==> config.mk <==
export PLATFORM = sky130hd
export DESIGN_NAME = console_status
export DESIGN_NICKNAME = d
export VERILOG_FILES = /design/src/rtl/console_pkg.sv /design/src/rtl/key_if.sv /design/src/rtl/key_decode.sv /design/src/rtl/console_status.sv
export SDC_FILE = /design/constraint.sdc
export NUM_CORES = 1
export LEC_CHECK = 0
export ABC_AREA = 1
export CORE_ASPECT_RATIO = 0.6
export CORE_UTILIZATION = 61
export DETAILED_ROUTE_END_ITERATION = 6
export DONT_BUFFER_PORTS = 1
export PLACE_DENSITY = 0.77
export SLEW_MARGIN = 25
export SYNTH_ARGS = -nofsm -noshare
export SYNTH_HDL_FRONTEND = slang
export SYNTH_SLANG_ARGS = --single-unit
==> constraint.sdc <==
create_clock -name mclk_i -period 1.5 [get_ports mclk_i]
set_input_delay 0.075 -clock mclk_i [delete_from_list [all_inputs] [get_ports mclk_i]]
set_output_delay 0.075 -clock mclk_i [all_outputs]
set_load 0.02 [all_outputs]
==> src/rtl/console_pkg.sv <==
// Constants shared by the console status logic and its bench.
// Assumes one 40 MHz clock and a synchronous, active-high reset.
package console_pkg;

    // ------------------------------------------------------------------
    // Status and sense bit positions
    // ------------------------------------------------------------------
    localparam int ST_UE = 7;
    localparam int ST_UC = 6;
    localparam int ST_DE = 5;
    localparam int ST_CE = 4;
    localparam int ST_BUSY = 3;
    localparam int ST_ATTN = 0;
    localparam int SN_CR = 0;
    localparam int SN_IR = 1;
    localparam int SN_BOC = 2;
    localparam int SN_EQC = 3;
    localparam logic [7:0] BYTE_RESET = 8'h00;

    // ------------------------------------------------------------------
    // Command codes
    // ------------------------------------------------------------------
    localparam logic [7:0] CMD_TIO = 8'h00;
    localparam logic [7:0] CMD_NOOP = 8'h03;
    localparam logic [7:0] CMD_SENSE = 8'h04;
    localparam logic [7:0] CMD_ALARM = 8'h0b;
    localparam logic [7:0] CMD_WR_CR = 8'h09;
    localparam logic [7:0] CMD_WR_NOCR = 8'h01;
    localparam logic [7:0] CMD_READ = 8'h0a;

    // ------------------------------------------------------------------
    // Operation states
    // ------------------------------------------------------------------
    typedef enum logic [4:0] {
        OP_IDLE = 5'b00001,
        OP_READ = 5'b00010,
        OP_WRITE = 5'b00100,
        OP_SENSE = 5'b01000,
        OP_MECH = 5'b10000
    } op_state_t;

endpackage

==> src/rtl/key_if.sv <==
// Carrier between the console core and its key decoder.
// Raw key levels go in, one-cycle key events come out.
`timescale 1ns/1ps
interface key_if;
    logic alt_key;
    logic digit5_key;
    logic digit0_key;
    logic ready_key;
    logic notready_key;
    logic request_key;
    logic eob_evt;
    logic cancel_evt;
    logic ready_evt;
    logic notready_evt;
    logic request_evt;

    modport decoder (
        input alt_key, digit5_key, digit0_key, ready_key, notready_key,
        input request_key,
        output eob_evt, cancel_evt, ready_evt, notready_evt, request_evt
    );
    modport core (
        output alt_key, digit5_key, digit0_key, ready_key, notready_key,
        output request_key,
        input eob_evt, cancel_evt, ready_evt, notready_evt, request_evt
    );
endinterface

==> src/rtl/key_decode.sv <==
// Console key decoder: turns key levels into one-cycle events.
// Keys are taken as synchronous levels that were debounced upstream.
`timescale 1ns/1ps
module key_decode (
    // Clock and reset
    input wire logic mclk_i,
    input wire logic reset_i,
    // Keys
    key_if.decoder keys
);
    logic [4:0] prev_reg;
    logic [4:0] now_w;
    logic [4:0] rise_w;

    // ------------------------------------------------------------------
    // Press detection
    // ------------------------------------------------------------------
    // Digit keys only count with alternate coding held
    assign now_w = {keys.alt_key & keys.digit5_key,
                    keys.alt_key & keys.digit0_key,
                    keys.ready_key, keys.notready_key, keys.request_key};
    assign rise_w = now_w & ~prev_reg;

    always_ff @(posedge mclk_i) begin
        if (reset_i) begin
            prev_reg <= 5'h00;
        end else begin
            prev_reg <= now_w;
        end
    end

    assign keys.eob_evt = rise_w[4];
    assign keys.cancel_evt = rise_w[3];
    assign keys.ready_evt = rise_w[2];
    assign keys.notready_evt = rise_w[1];
    assign keys.request_evt = rise_w[0];
endmodule

==> src/rtl/console_status.sv <==
// Console control unit status and sense logic.
// Assumes channel strobes are one-cycle pulses synchronous to mclk_i.
`timescale 1ns/1ps
module console_status (
    // Clock and reset
    input wire logic mclk_i,
    input wire logic reset_i,
    input wire logic sel_reset_i,
    // Straps
    input wire logic mode4_strap_i,
    input wire logic prio_high_strap_i,
    // Channel selection
    input wire logic cmd_valid_i,
    input wire logic [7:0] cmd_code_i,
    input wire logic cmd_parity_ok_i,
    input wire logic chaining_i,
    // Channel data and status handshakes
    input wire logic sense_xfer_i,
    input wire logic stop_i,
    input wire logic data_parity_err_i,
    input wire logic status_accept_i,
    input wire logic status_stack_i,
    // Console
    input wire logic alt_key_i,
    input wire logic digit5_key_i,
    input wire logic digit0_key_i,
    input wire logic ready_key_i,
    input wire logic notready_key_i,
    input wire logic request_key_i,
    input wire logic forms_out_i,
    input wire logic print_done_i,
    input wire logic equip_fault_i,
    // Selection answer
    output logic init_valid_o,
    output logic [7:0] init_status_o,
    output logic cmd_start_o,
    // Pending status and sense
    output logic [7:0] status_o,
    output logic status_pend_o,
    output logic [7:0] sense_o,
    // Console state
    output logic ready_o,
    output logic busy_o,
    output logic read_active_o,
    output logic write_active_o,
    output logic eob_o,
    output logic cancel_o,
    output logic mode4_o,
    output logic prio_high_o
);
    console_pkg::op_state_t state_reg;
    console_pkg::op_state_t state_next;
    logic ue_reg, uc_reg, de_reg, ce_reg, busy_reg, attn_reg;
    logic ue_next, uc_next, de_next, ce_next, busy_next, attn_next;
    logic [3:0] sense_reg;
    logic [3:0] sense_next;
    logic stacked_reg, ready_reg;
    logic init_valid_reg, cmd_start_reg, eob_reg, cancel_reg;
    logic [7:0] init_status_reg;
    logic [7:0] init_status_next;
    logic mode4_reg, prio_reg, pend_reg, rd_reg, wr_reg;

    key_if keys ();

    // ------------------------------------------------------------------
    // Key decoder
    // ------------------------------------------------------------------
    assign keys.alt_key = alt_key_i;
    assign keys.digit5_key = digit5_key_i;
    assign keys.digit0_key = digit0_key_i;
    assign keys.ready_key = ready_key_i;
    assign keys.notready_key = notready_key_i;
    assign keys.request_key = request_key_i;

    key_decode u_keys (
        .mclk_i(mclk_i),
        .reset_i(reset_i),
        .keys(keys.decoder)
    );

    // ------------------------------------------------------------------
    // Command decode
    // ------------------------------------------------------------------
    function automatic logic is_rw(input logic [7:0] code);
        is_rw = (code == console_pkg::CMD_READ) ||
                (code == console_pkg::CMD_WR_CR) ||
                (code == console_pkg::CMD_WR_NOCR);
    endfunction

    function automatic logic is_ctl(input logic [7:0] code);
        is_ctl = (code == console_pkg::CMD_NOOP) ||
                 (code == console_pkg::CMD_ALARM);
    endfunction

    logic any_reset_w, idle_w, rd_w, wr_w, sn_w, mech_w;
    logic tio_w, valid_w, busy_any_w, busy_new_w, sel_w;
    logic sel_busy_w, sel_par_w, sel_rej_w, sel_ir_w, sel_ctl_w;
    logic sel_sense_w, sel_rw_w, sel_tio_w, sel_uc_w;
    logic ce_evt_w, ce_cancel_w, de_mech_w, attn_set_w, ready_set_w;
    logic ir_key_w;

    assign any_reset_w = reset_i | sel_reset_i;
    assign idle_w = state_reg == console_pkg::OP_IDLE;
    assign rd_w = state_reg == console_pkg::OP_READ;
    assign wr_w = state_reg == console_pkg::OP_WRITE;
    assign sn_w = state_reg == console_pkg::OP_SENSE;
    assign mech_w = state_reg == console_pkg::OP_MECH;
    assign tio_w = cmd_code_i == console_pkg::CMD_TIO;
    assign valid_w = is_rw(cmd_code_i) | is_ctl(cmd_code_i) | tio_w |
                     (cmd_code_i == console_pkg::CMD_SENSE);

    // Busy for every command: before CE, or after CE until DE
    assign busy_any_w = ~idle_w;
    // Busy for all but test I/O: stacked CE, pending DE or attention
    assign busy_new_w = (stacked_reg & ce_reg) | de_reg | attn_reg;

    // Selection outcomes, in priority order
    assign sel_w = cmd_valid_i & ~any_reset_w;
    assign sel_busy_w = sel_w & (busy_any_w | (~tio_w & busy_new_w));
    assign sel_tio_w = sel_w & ~sel_busy_w & tio_w;
    assign sel_par_w = sel_w & ~sel_busy_w & ~tio_w & ~cmd_parity_ok_i;
    assign sel_rej_w = sel_w & ~sel_busy_w & ~tio_w & cmd_parity_ok_i &
                       ~valid_w;
    // Not ready found while selecting a read or write
    assign sel_ir_w = sel_w & ~sel_busy_w & cmd_parity_ok_i &
                      is_rw(cmd_code_i) & ~ready_reg;
    assign sel_ctl_w = sel_w & ~sel_busy_w & cmd_parity_ok_i &
                       is_ctl(cmd_code_i);
    assign sel_sense_w = sel_w & ~sel_busy_w & cmd_parity_ok_i &
                         (cmd_code_i == console_pkg::CMD_SENSE);
    assign sel_rw_w = sel_w & ~sel_busy_w & cmd_parity_ok_i &
                      is_rw(cmd_code_i) & ready_reg;
    // Unit check answers at selection and nothing starts
    assign sel_uc_w = sel_par_w | sel_rej_w | sel_ir_w;

    // ------------------------------------------------------------------
    // Operation events
    // ------------------------------------------------------------------
    // Write ends on stop, end-of-block or cancel; read alike
    assign ce_evt_w = (rd_w | wr_w) &
                      (stop_i | keys.eob_evt | keys.cancel_evt);
    // Cancel on a read brings unit exception with CE
    assign ce_cancel_w = rd_w & keys.cancel_evt;
    // Device end waits for the printer mechanical cycle
    assign de_mech_w = mech_w & print_done_i;
    // Request key gated by busy, selection and chaining
    assign attn_set_w = keys.request_evt & ~busy_reg & ~busy_any_w &
                        ~cmd_valid_i & ~chaining_i;
    // Not ready to ready brings DE and busy
    assign ready_set_w = keys.ready_evt & ~ready_reg;
    // Not ready key or forms out while idle sets intervention only
    assign ir_key_w = (keys.notready_evt | forms_out_i) & ~busy_reg &
                      ~busy_any_w & ~cmd_valid_i;

    // ------------------------------------------------------------------
    // Next state
    // ------------------------------------------------------------------
    always_comb begin
        state_next = state_reg;
        case (state_reg)
            console_pkg::OP_IDLE: begin
                if (sel_sense_w) begin
                    state_next = console_pkg::OP_SENSE;
                end else if (sel_rw_w) begin
                    if (cmd_code_i == console_pkg::CMD_READ) begin
                        state_next = console_pkg::OP_READ;
                    end else begin
                        state_next = console_pkg::OP_WRITE;
                    end
                end
            end
            console_pkg::OP_READ, console_pkg::OP_WRITE: begin
                // CE frees the channel; the printer may still run
                if (ce_evt_w) begin
                    state_next = console_pkg::OP_MECH;
                end
            end
            console_pkg::OP_SENSE: begin
                if (sense_xfer_i) begin
                    state_next = console_pkg::OP_IDLE;
                end
            end
            console_pkg::OP_MECH: begin
                if (print_done_i) begin
                    state_next = console_pkg::OP_IDLE;
                end
            end
            default: state_next = console_pkg::OP_IDLE;
        endcase
    end

    // ------------------------------------------------------------------
    // Sense byte
    // ------------------------------------------------------------------
    logic sense_clr_w;
    logic [3:0] sense_set_w;
    // Clear on start of read, write or control, and on a read or write refused as not ready
    assign sense_clr_w = sel_rw_w | sel_ctl_w | sel_ir_w;
    // Selection-time, write data parity, key and CE/DE-time sense sources
    assign sense_set_w[console_pkg::SN_CR] = sel_rej_w;
    assign sense_set_w[console_pkg::SN_IR] = sel_ir_w | ir_key_w;
    assign sense_set_w[console_pkg::SN_BOC] = sel_par_w |
                                               (wr_w & data_parity_err_i);
    assign sense_set_w[console_pkg::SN_EQC] = (ce_evt_w | de_mech_w) &
                                               equip_fault_i;
    assign sense_next = (sense_clr_w ? 4'h0 : sense_reg) | sense_set_w;

    // ------------------------------------------------------------------
    // Status bits; a set in the cycle of an acceptance wins
    // ------------------------------------------------------------------
    logic uc_set_w;
    // Unit check on any sense bit but intervention, or IR on rw
    assign uc_set_w = (|sense_set_w[3:2]) | sense_set_w[console_pkg::SN_CR] |
                      sel_ir_w;

    always_comb begin
        ue_next = (ue_reg & ~status_accept_i) | ce_cancel_w;
        uc_next = (uc_reg & ~status_accept_i) | (uc_set_w & ~sel_uc_w);
        // Device end on finish of sense, print cycle or ready
        de_next = (de_reg & ~status_accept_i) | de_mech_w | ready_set_w |
                  (sn_w & sense_xfer_i);
        // Sense ends with CE and DE after its one byte
        ce_next = (ce_reg & ~status_accept_i) | ce_evt_w |
                  (sn_w & sense_xfer_i);
        attn_next = (attn_reg & ~status_accept_i) | attn_set_w;
        // Busy cleared by acceptance, set by its five causes
        busy_next = (busy_reg & ~status_accept_i) | sel_sense_w |
                    sel_rw_w | attn_set_w | ready_set_w | status_stack_i;
    end

    // ------------------------------------------------------------------
    // Initial selection status
    // ------------------------------------------------------------------
    always_comb begin
        init_status_next = console_pkg::BYTE_RESET;
        if (sel_busy_w) begin
            // Refused command sees busy, plus attention if held
            init_status_next[console_pkg::ST_BUSY] = 1'b1;
            init_status_next[console_pkg::ST_ATTN] = attn_reg;
        end else if (sel_tio_w) begin
            // Test I/O shows pending attention alone
            init_status_next[console_pkg::ST_ATTN] = attn_reg;
        end else if (sel_uc_w) begin
            init_status_next[console_pkg::ST_UC] = 1'b1;
        end else if (sel_ctl_w) begin
            // Control immediate ends at selection
            init_status_next[console_pkg::ST_CE] = 1'b1;
            init_status_next[console_pkg::ST_DE] = 1'b1;
        end
    end

    // ------------------------------------------------------------------
    // Registers
    // ------------------------------------------------------------------
    always_ff @(posedge mclk_i) begin
        if (any_reset_w) begin
            // Both resets drop status and operation
            state_reg <= console_pkg::OP_IDLE;
            {ue_reg, uc_reg, de_reg, ce_reg, rd_reg, wr_reg} <= 6'h00;
            {busy_reg, attn_reg, stacked_reg, pend_reg} <= 4'h0;
        end else begin
            state_reg <= state_next;
            {ue_reg, uc_reg, de_reg, ce_reg} <=
                {ue_next, uc_next, de_next, ce_next};
            {busy_reg, attn_reg} <= {busy_next, attn_next};
            stacked_reg <= (stacked_reg & ~status_accept_i) | status_stack_i;
            pend_reg <= ue_next | uc_next | de_next | ce_next | attn_next;
            rd_reg <= state_next == console_pkg::OP_READ;
            wr_reg <= state_next == console_pkg::OP_WRITE;
        end
    end

    always_ff @(posedge mclk_i) begin
        if (any_reset_w) begin
            sense_reg <= 4'h0;
            init_valid_reg <= 1'b0;
            init_status_reg <= console_pkg::BYTE_RESET;
            cmd_start_reg <= 1'b0;
            eob_reg <= 1'b0;
            cancel_reg <= 1'b0;
        end else begin
            sense_reg <= sense_next;
            init_valid_reg <= sel_w;
            init_status_reg <= init_status_next;
            cmd_start_reg <= sel_rw_w | sel_sense_w | sel_ctl_w;
            eob_reg <= keys.eob_evt;
            cancel_reg <= keys.cancel_evt;
        end
    end

    // Ready survives a selective reset; straps are caught under reset
    always_ff @(posedge mclk_i) begin
        if (reset_i) begin
            ready_reg <= 1'b0;
            mode4_reg <= mode4_strap_i;
            prio_reg <= prio_high_strap_i;
        end else if (keys.notready_evt) begin
            ready_reg <= 1'b0;
        end else if (keys.ready_evt) begin
            ready_reg <= 1'b1;
        end
    end

    // ------------------------------------------------------------------
    // Outputs
    // ------------------------------------------------------------------
    // Status byte layout sense byte layout
    assign status_o = {ue_reg, uc_reg, de_reg, ce_reg, busy_reg, 2'b00,
                       attn_reg};
    assign sense_o = {4'h0, sense_reg};
    assign init_valid_o = init_valid_reg;
    assign init_status_o = init_status_reg;
    assign cmd_start_o = cmd_start_reg;
    assign status_pend_o = pend_reg;
    assign ready_o = ready_reg;
    assign busy_o = busy_reg;
    assign read_active_o = rd_reg;
    assign write_active_o = wr_reg;
    assign eob_o = eob_reg;
    assign cancel_o = cancel_reg;
    assign mode4_o = mode4_reg;
    assign prio_high_o = prio_reg;
endmodule

; Word level (Yosys, flattened, before mapping)
; Cells that the tools add are included.
[totals]
reg_bits = 39
in_bits = 30
out_inout_bits = 35
[classes]
n_eq_ne = 13
n_mux = 13
n_bitwise = 95
reduce_logical = 9
[op_table]
columns = operator, n
row1 = AND 1 bit, 40
row2 = OR 1 bit, 40
row3 = 2-to-1 mux 5 bit, 5
row4 = "== test 8 x 4 -> 1 bit, second input constant", 3
row5 = case mux 5 bit (4 select lines), 1
row6 = inverter 1 bit, 12
row7 = "== test 5 x 2 -> 1 bit, second input constant", 2
row8 = "== test 5 x 3 -> 1 bit, second input constant", 2
row9 = "== test 8 x 1 -> 1 bit, second input constant", 1
row10 = "== test 8 x 2 -> 1 bit, second input constant", 1
row11 = "== test 8 x 3 -> 1 bit, second input constant", 1
row12 = logical NOT 8 bit, 1
row13 = OR reduction 2 bit, 3
row14 = AND 5 bit, 1
row15 = "== test 5 x 1 -> 1 bit, second input constant", 1
row16 = "== test 5 x 4 -> 1 bit, second input constant", 1
row17 = "== test 5 bit, second input constant", 1
row18 = inverter 5 bit, 1
row19 = 2-to-1 mux 1 bit, 4
row20 = 2-to-1 mux 4 bit, 1
row21 = OR 4 bit, 1
row22 = OR reduction 4 bit, 1
row23 = logical OR 1 bit, 3
row24 = 2-to-1 mux 3 bit, 1
row25 = 2 further kinds, 2

; Depth between registers and ports, before layout
[logic_depth]
word_depth = 20
mapped_depth = 11
depth_no_buf = 11

; By module
; From an unflattened synthesis, not the netlist that was laid out.
[hier_totals]
hier_cells = 235
hier_area_um2 = 1695.4
[modules_own_cells]
columns = module, n_inst, cells_each, area_per_inst_um2, seq_area_each_um2
row1 = console_status, 1, 215, 1539.0, 620.6
row2 = key_decode, 1, 20, 156.4, 100.1

; Worst setup path after synthesis
; Ideal clock, no wire load.
[synth_timing]
path_kind = reg-to-reg
start = register state_reg[2]
end = register rd_reg, in the netlist read_active_o
setup_time_ps = 128
arrival_time_ps = 1199
required_ps = 1372
slack_ps = 173
stages_incl_launch_ff = 11
path_cell_list = dfxtp_1 -> nor2_2 -> nand4_2 -> inv_2 -> nand3_4 -> nor2_4 -> nand3_1 -> nand2_1 -> nand2_1 -> nand2_1 -> nor2_1
[synth_between]
elab_chain_len = 13
word_cells_on_any_way = 24
cone_classes = 6 x eq/ne / 6 x mux / 11 x bitwise / 1 x reduce/logical
[synth_lines]
columns = item, line
row1 = "start, declared", console_status.sv:51  ; console_pkg::op_state_t state_reg;
row2 = "start signal, assigned", console_status.sv:258  ; state_reg <= console_pkg::OP_IDLE;
row3 = "start signal, assigned", console_status.sv:262  ; state_reg <= state_next;
row4 = == test 5 x 1 -> 1 bit, "console_status.sv:103, console_status.sv:160"
row5 = inverter 1 bit, console_status.sv:113  ; assign busy_any_w = ~idle_w;
row6 = OR 1 bit, console_status.sv:119  ; assign sel_busy_w = sel_w & (busy_any_w | (~tio_w & busy_new_w));
row7 = AND 1 bit, console_status.sv:119
row8 = inverter 1 bit, "console_status.sv:129, console_status.sv:131"
row9 = AND 1 bit (2 in series), "console_status.sv:129, console_status.sv:131"
row10 = AND 1 bit, console_status.sv:131  ; assign sel_rw_w = sel_w & ~sel_busy_w & cmd_parity_ok_i &
row11 = AND 1 bit, console_status.sv:132  ; is_rw(cmd_code_i) & ready_reg;
row12 = 2-to-1 mux 5 bit, console_status.sv:164  ; end else if (sel_rw_w) begin
row13 = 2-to-1 mux 5 bit, console_status.sv:162  ; if (sel_sense_w) begin
row14 = case mux 5 bit (4 select lines) *, console_status.sv:160  ; case (state_reg)
row15 = == test 5 x 2 -> 1 bit *, console_status.sv:268  ; rd_reg <= state_next == console_pkg::OP_READ;
row16 = "end signal, assigned", console_status.sv:268
row17 = "end, declared", console_status.sv:61  ; logic mode4_reg, prio_reg, pend_reg, rd_reg, wr_reg;
; Every way passes the cells marked *; elsewhere a longest branch is shown, timed or not.
; A chain may end at the register's enable or synchronous reset.

; Final worst setup path
[layout_timing]
start = input cmd_code_i[1]
end = register state_reg[1]
[layout_between]
elab_chain_len = 13
word_cells_on_any_way = 21
cone_classes = 4 x eq/ne / 4 x mux / 10 x bitwise / 3 x reduce/logical
[layout_lines]
columns = item, line
row1 = "start, declared", console_status.sv:14  ; input wire logic [7:0] cmd_code_i,
row2 = logical NOT 8 bit, console_status.sv:108  ; assign tio_w = cmd_code_i == console_pkg::CMD_TIO;
row3 = inverter 1 bit, console_status.sv:119
row4 = AND 1 bit, console_status.sv:119
row5 = OR 1 bit, console_status.sv:119
row6 = AND 1 bit, console_status.sv:119
row7 = inverter 1 bit, "console_status.sv:129, console_status.sv:131"
row8 = AND 1 bit (2 in series), "console_status.sv:129, console_status.sv:131"
row9 = AND 1 bit, console_status.sv:131
row10 = AND 1 bit, console_status.sv:132
row11 = 2-to-1 mux 5 bit, console_status.sv:164
row12 = 2-to-1 mux 5 bit *, console_status.sv:162
row13 = case mux 5 bit (4 select lines) *, console_status.sv:160
; Marks and branches as above.

==> summary.txt <==
Outcome
  • Outcome: complete, no violations

Critical path
  • R2R Path End: state_reg[4]
  • Arrival @ worst endpoint: 1650 ps
  • Reg2Reg Depth: 7
  • R2r setup slk: 20 ps
  • R2r startpoint: state_reg[2]
  • Crit path capture type: flop
  • Required time of the worst setup path: 1660 ps
  • Crit Path Max Fanout: 3
  • Critical Setup Path Class: in2reg
  • CP Launch Type: primary input

Clock tree
  • Clock sink total: 35
  • Root buf cell: clkbuf_8
  • H-Tree Level Count: 2
  • Clock Tree Buf Depth: 2
  • CTS Buf Count: 5
  • Clk_lat worst skew: 290 ps
  • CTS tree: yes
  • Clock transition at the registers of the reported paths: 70 ps

Power and ir drop
  • Pleak: 0.884 nW
  • Clk pwr share: 34.6%
  • Combinational power share: 10.1%
  • Max VDD drop: 0.000771 V
  • Power Dens Cells: 904 nW/um2
  • Pint: 0.00134 W
  • Sequential power share: 55.3%
  • Sw Ratio: 25.1%
  • Sw Pwr: 0.000449 W

Hold path
  • Hold EP: init_valid_o
  • Hold Path Depth: 3
  • Hold path startpoint: reset_i
  • Hold Crit Class: in2reg

Global routing
  • First-pass GRT wire length: 5.90 mm
  • Remaining Overflow, GRT: 0
  • Initial antenna violation count: 0
  • Largest net degree at the start of global routing: 17
  • Vias in the first global route: 1296
  • Total Routing Usage GR: 28.7%

Timing
  • Max Clock Freq: 671 MHz
  • Minimum clock period: 1490 ps
  • Slew of the pin with the lowest slew margin: 532 ps
  • Slew headroom: 64.5%
  • RSZ-0062 raised after global routing: yes
  • Setup Total Neg Slack: 0 ps
  • Hold slack: 6.82 ps
  • Clock Skew: 7.45 ps
  • Final hold vios: 0
  • Tcrit/Tclk final: 99.4%
  • Final setup viols: 0
  • Slew Limit Fails: 0

Layout
  • Post-route insts no fill: 270
  • Finished Cell Area: 1980 um2
  • Nets: 269
  • Most common cell after layout, fill and taps aside: dfxtp_1
  • Antenna cells: 0
  • Highest-count cells in the layout ignoring fill and taps: 30 x dfxtp_1, 29 x nor2_1, 29 x nand2_1
  • Final Core Density: 78.4%
  • Share of cells above drive strength 1: 23.9%
  • Layout area overhead: 21.6%

Yosys
  • Mapped cell area: 1630 um2
  • Synth warnings: 0
  • Top cells by area, synth: dfxtp_1 41%, nand2_1 7.6%, buf_4 7.4%
  • Avg Cell Area, Syn: 7.64 um2
  • Sequential share of the synthesized area: 44.3%
  • Netlist cell types: 30
  • Post-synthesis register bit count: 35
  • Mapped Cells: 213
  • Cell taking the most area after synthesis: dfxtp_1
  • Area fraction of the dominant cell type after synthesis: 40.6%

Routing
  • Post-DR wirelength/cell: 15.4 um
  • Number of routed nets with antenna violations: 0
  • Drt initial violations: 184
  • Vias/cell: 5.56
  • Routed wire length: 4.15 mm
  • DR vias: 1500
  • Number of remaining DRC errors: 0
  • TritonRoute pass-1 iters: 4

Job
  • Number of max-cap violations: 0

Placed design
  • Placer Congestion: 0.976
  • Number of port buffers: 0
  • DPL Wire Length: 2.78 mm
  • Dpl cell area: 1630 um2
  • Cells after DPL: 244

Floorplan
  • Initial cell density of the core: 64.5%
  • Core area: 2520 um2
  • Ports: 65
  • Cell Rows: 14
  • Die ar.: 2880 um2
  • Die H: 42 um
  • Die width: 68.7 um
==> Yosys cell counts <==
library cell and instances:
nand2_4 1, nor3_1 7, a21oi_1 12, nor2_4 3, inv_1 29, a21oi_2 1, or2_2 4, dfxtp_1 33
o21a_1 1, nand4_2 1, nand4_1 3, buf_4 16, o22ai_1 1, clkbuf_1 1, nand2_1 33, a211oi_1 2
or2_1 1, nor4_1 2, inv_2 1, nand3b_1 2, nand3_1 12, nand2_2 2, o21ai_1 1, nor2_1 31
o21ai_0 3, nor2_2 5, o21ai_4 1, nand3_4 1, conb_1 1, edfxtp_1 2
==> cell families after synthesis <==
kind of cell           share of synthesized area (%)
AND/OR/NAND/NOR                                 32.7
buffers and inverters                           14.5
flip-flops                                      44.3
AO/OA/AOI/OAI                                   8.23
other                                          0.231
==> what timing repair did <==
item,CTS,global route
setup endpoints to repair,6,11
pin swaps,1,8
hold endpoints to repair,18,1
hold buffers,14,1
resized for setup,3,22
setup buffers,1,4
==> routing by layer <==
metal	GRT usage (%)	share of wire, %
met1	39.9	42
met2	39.0	43
met3	11.1	12
met4	12.5	2.6
met5	0	0
==> power groups by stage <==
stage	Sequential, W	Clock (W)	Combinational (W)
2_1_floorplan	0.00101	0	0.000123
3_3_place_gp	0.00101	0	0.000130
3_5_place_dp	0.00101	0	0.000133
4_1_cts	0.000990	0.000609	0.000168
5_1_grt	0.000991	0.000654	0.000195
6_report	0.000989	0.000619	0.000180
==> critical path: stages <==
cell and delay (ps):
dlygate4sd3_1 540, inv_1 80, nor2_1 80, nand3_1 100
nor2_2 180, nor2_4 80, nor2_4 120, nand3_2 120
nand2_1 100, nand2_1 50, nand2_1 70, nor2_1 40
==> worst max-delay path by stage <==
stage | slack, ps | end | startpoint
3_5_place_dp | -90 | sense_reg[1] | state_reg[2]
6_report | 9 | state_reg[1] | cmd_code_i[1]
4_1_cts | 9 | read_active_o | state_reg[3]
3_3_place_gp | 30 | status_pend_o | state_reg[0]
2_1_floorplan | 170 | read_active_o | state_reg[2]
5_1_grt | -70 | state_reg[1] | cmd_code_i[1]
==> layout make-up <==
class                      count  area [um2]
fill                         154         544
sequential                    35         727
clock buffer                   6        72.6
timing repair buffer          28         248
multi-input combinational    139         776
inverter                      30         115
tap                           32        40.0
==> metrics by stage <==
step | total power [W] | setup slack [ps]
floorplan | 0.00114 | 173
global placement | 0.00114 | 25.4
detailed placement | 0.00114 | -86.1
CTS | 0.00177 | 8.98
global route | 0.00184 | -73.9
finish | 0.00179 | 8.84
(Power assumes the default switching activity.)
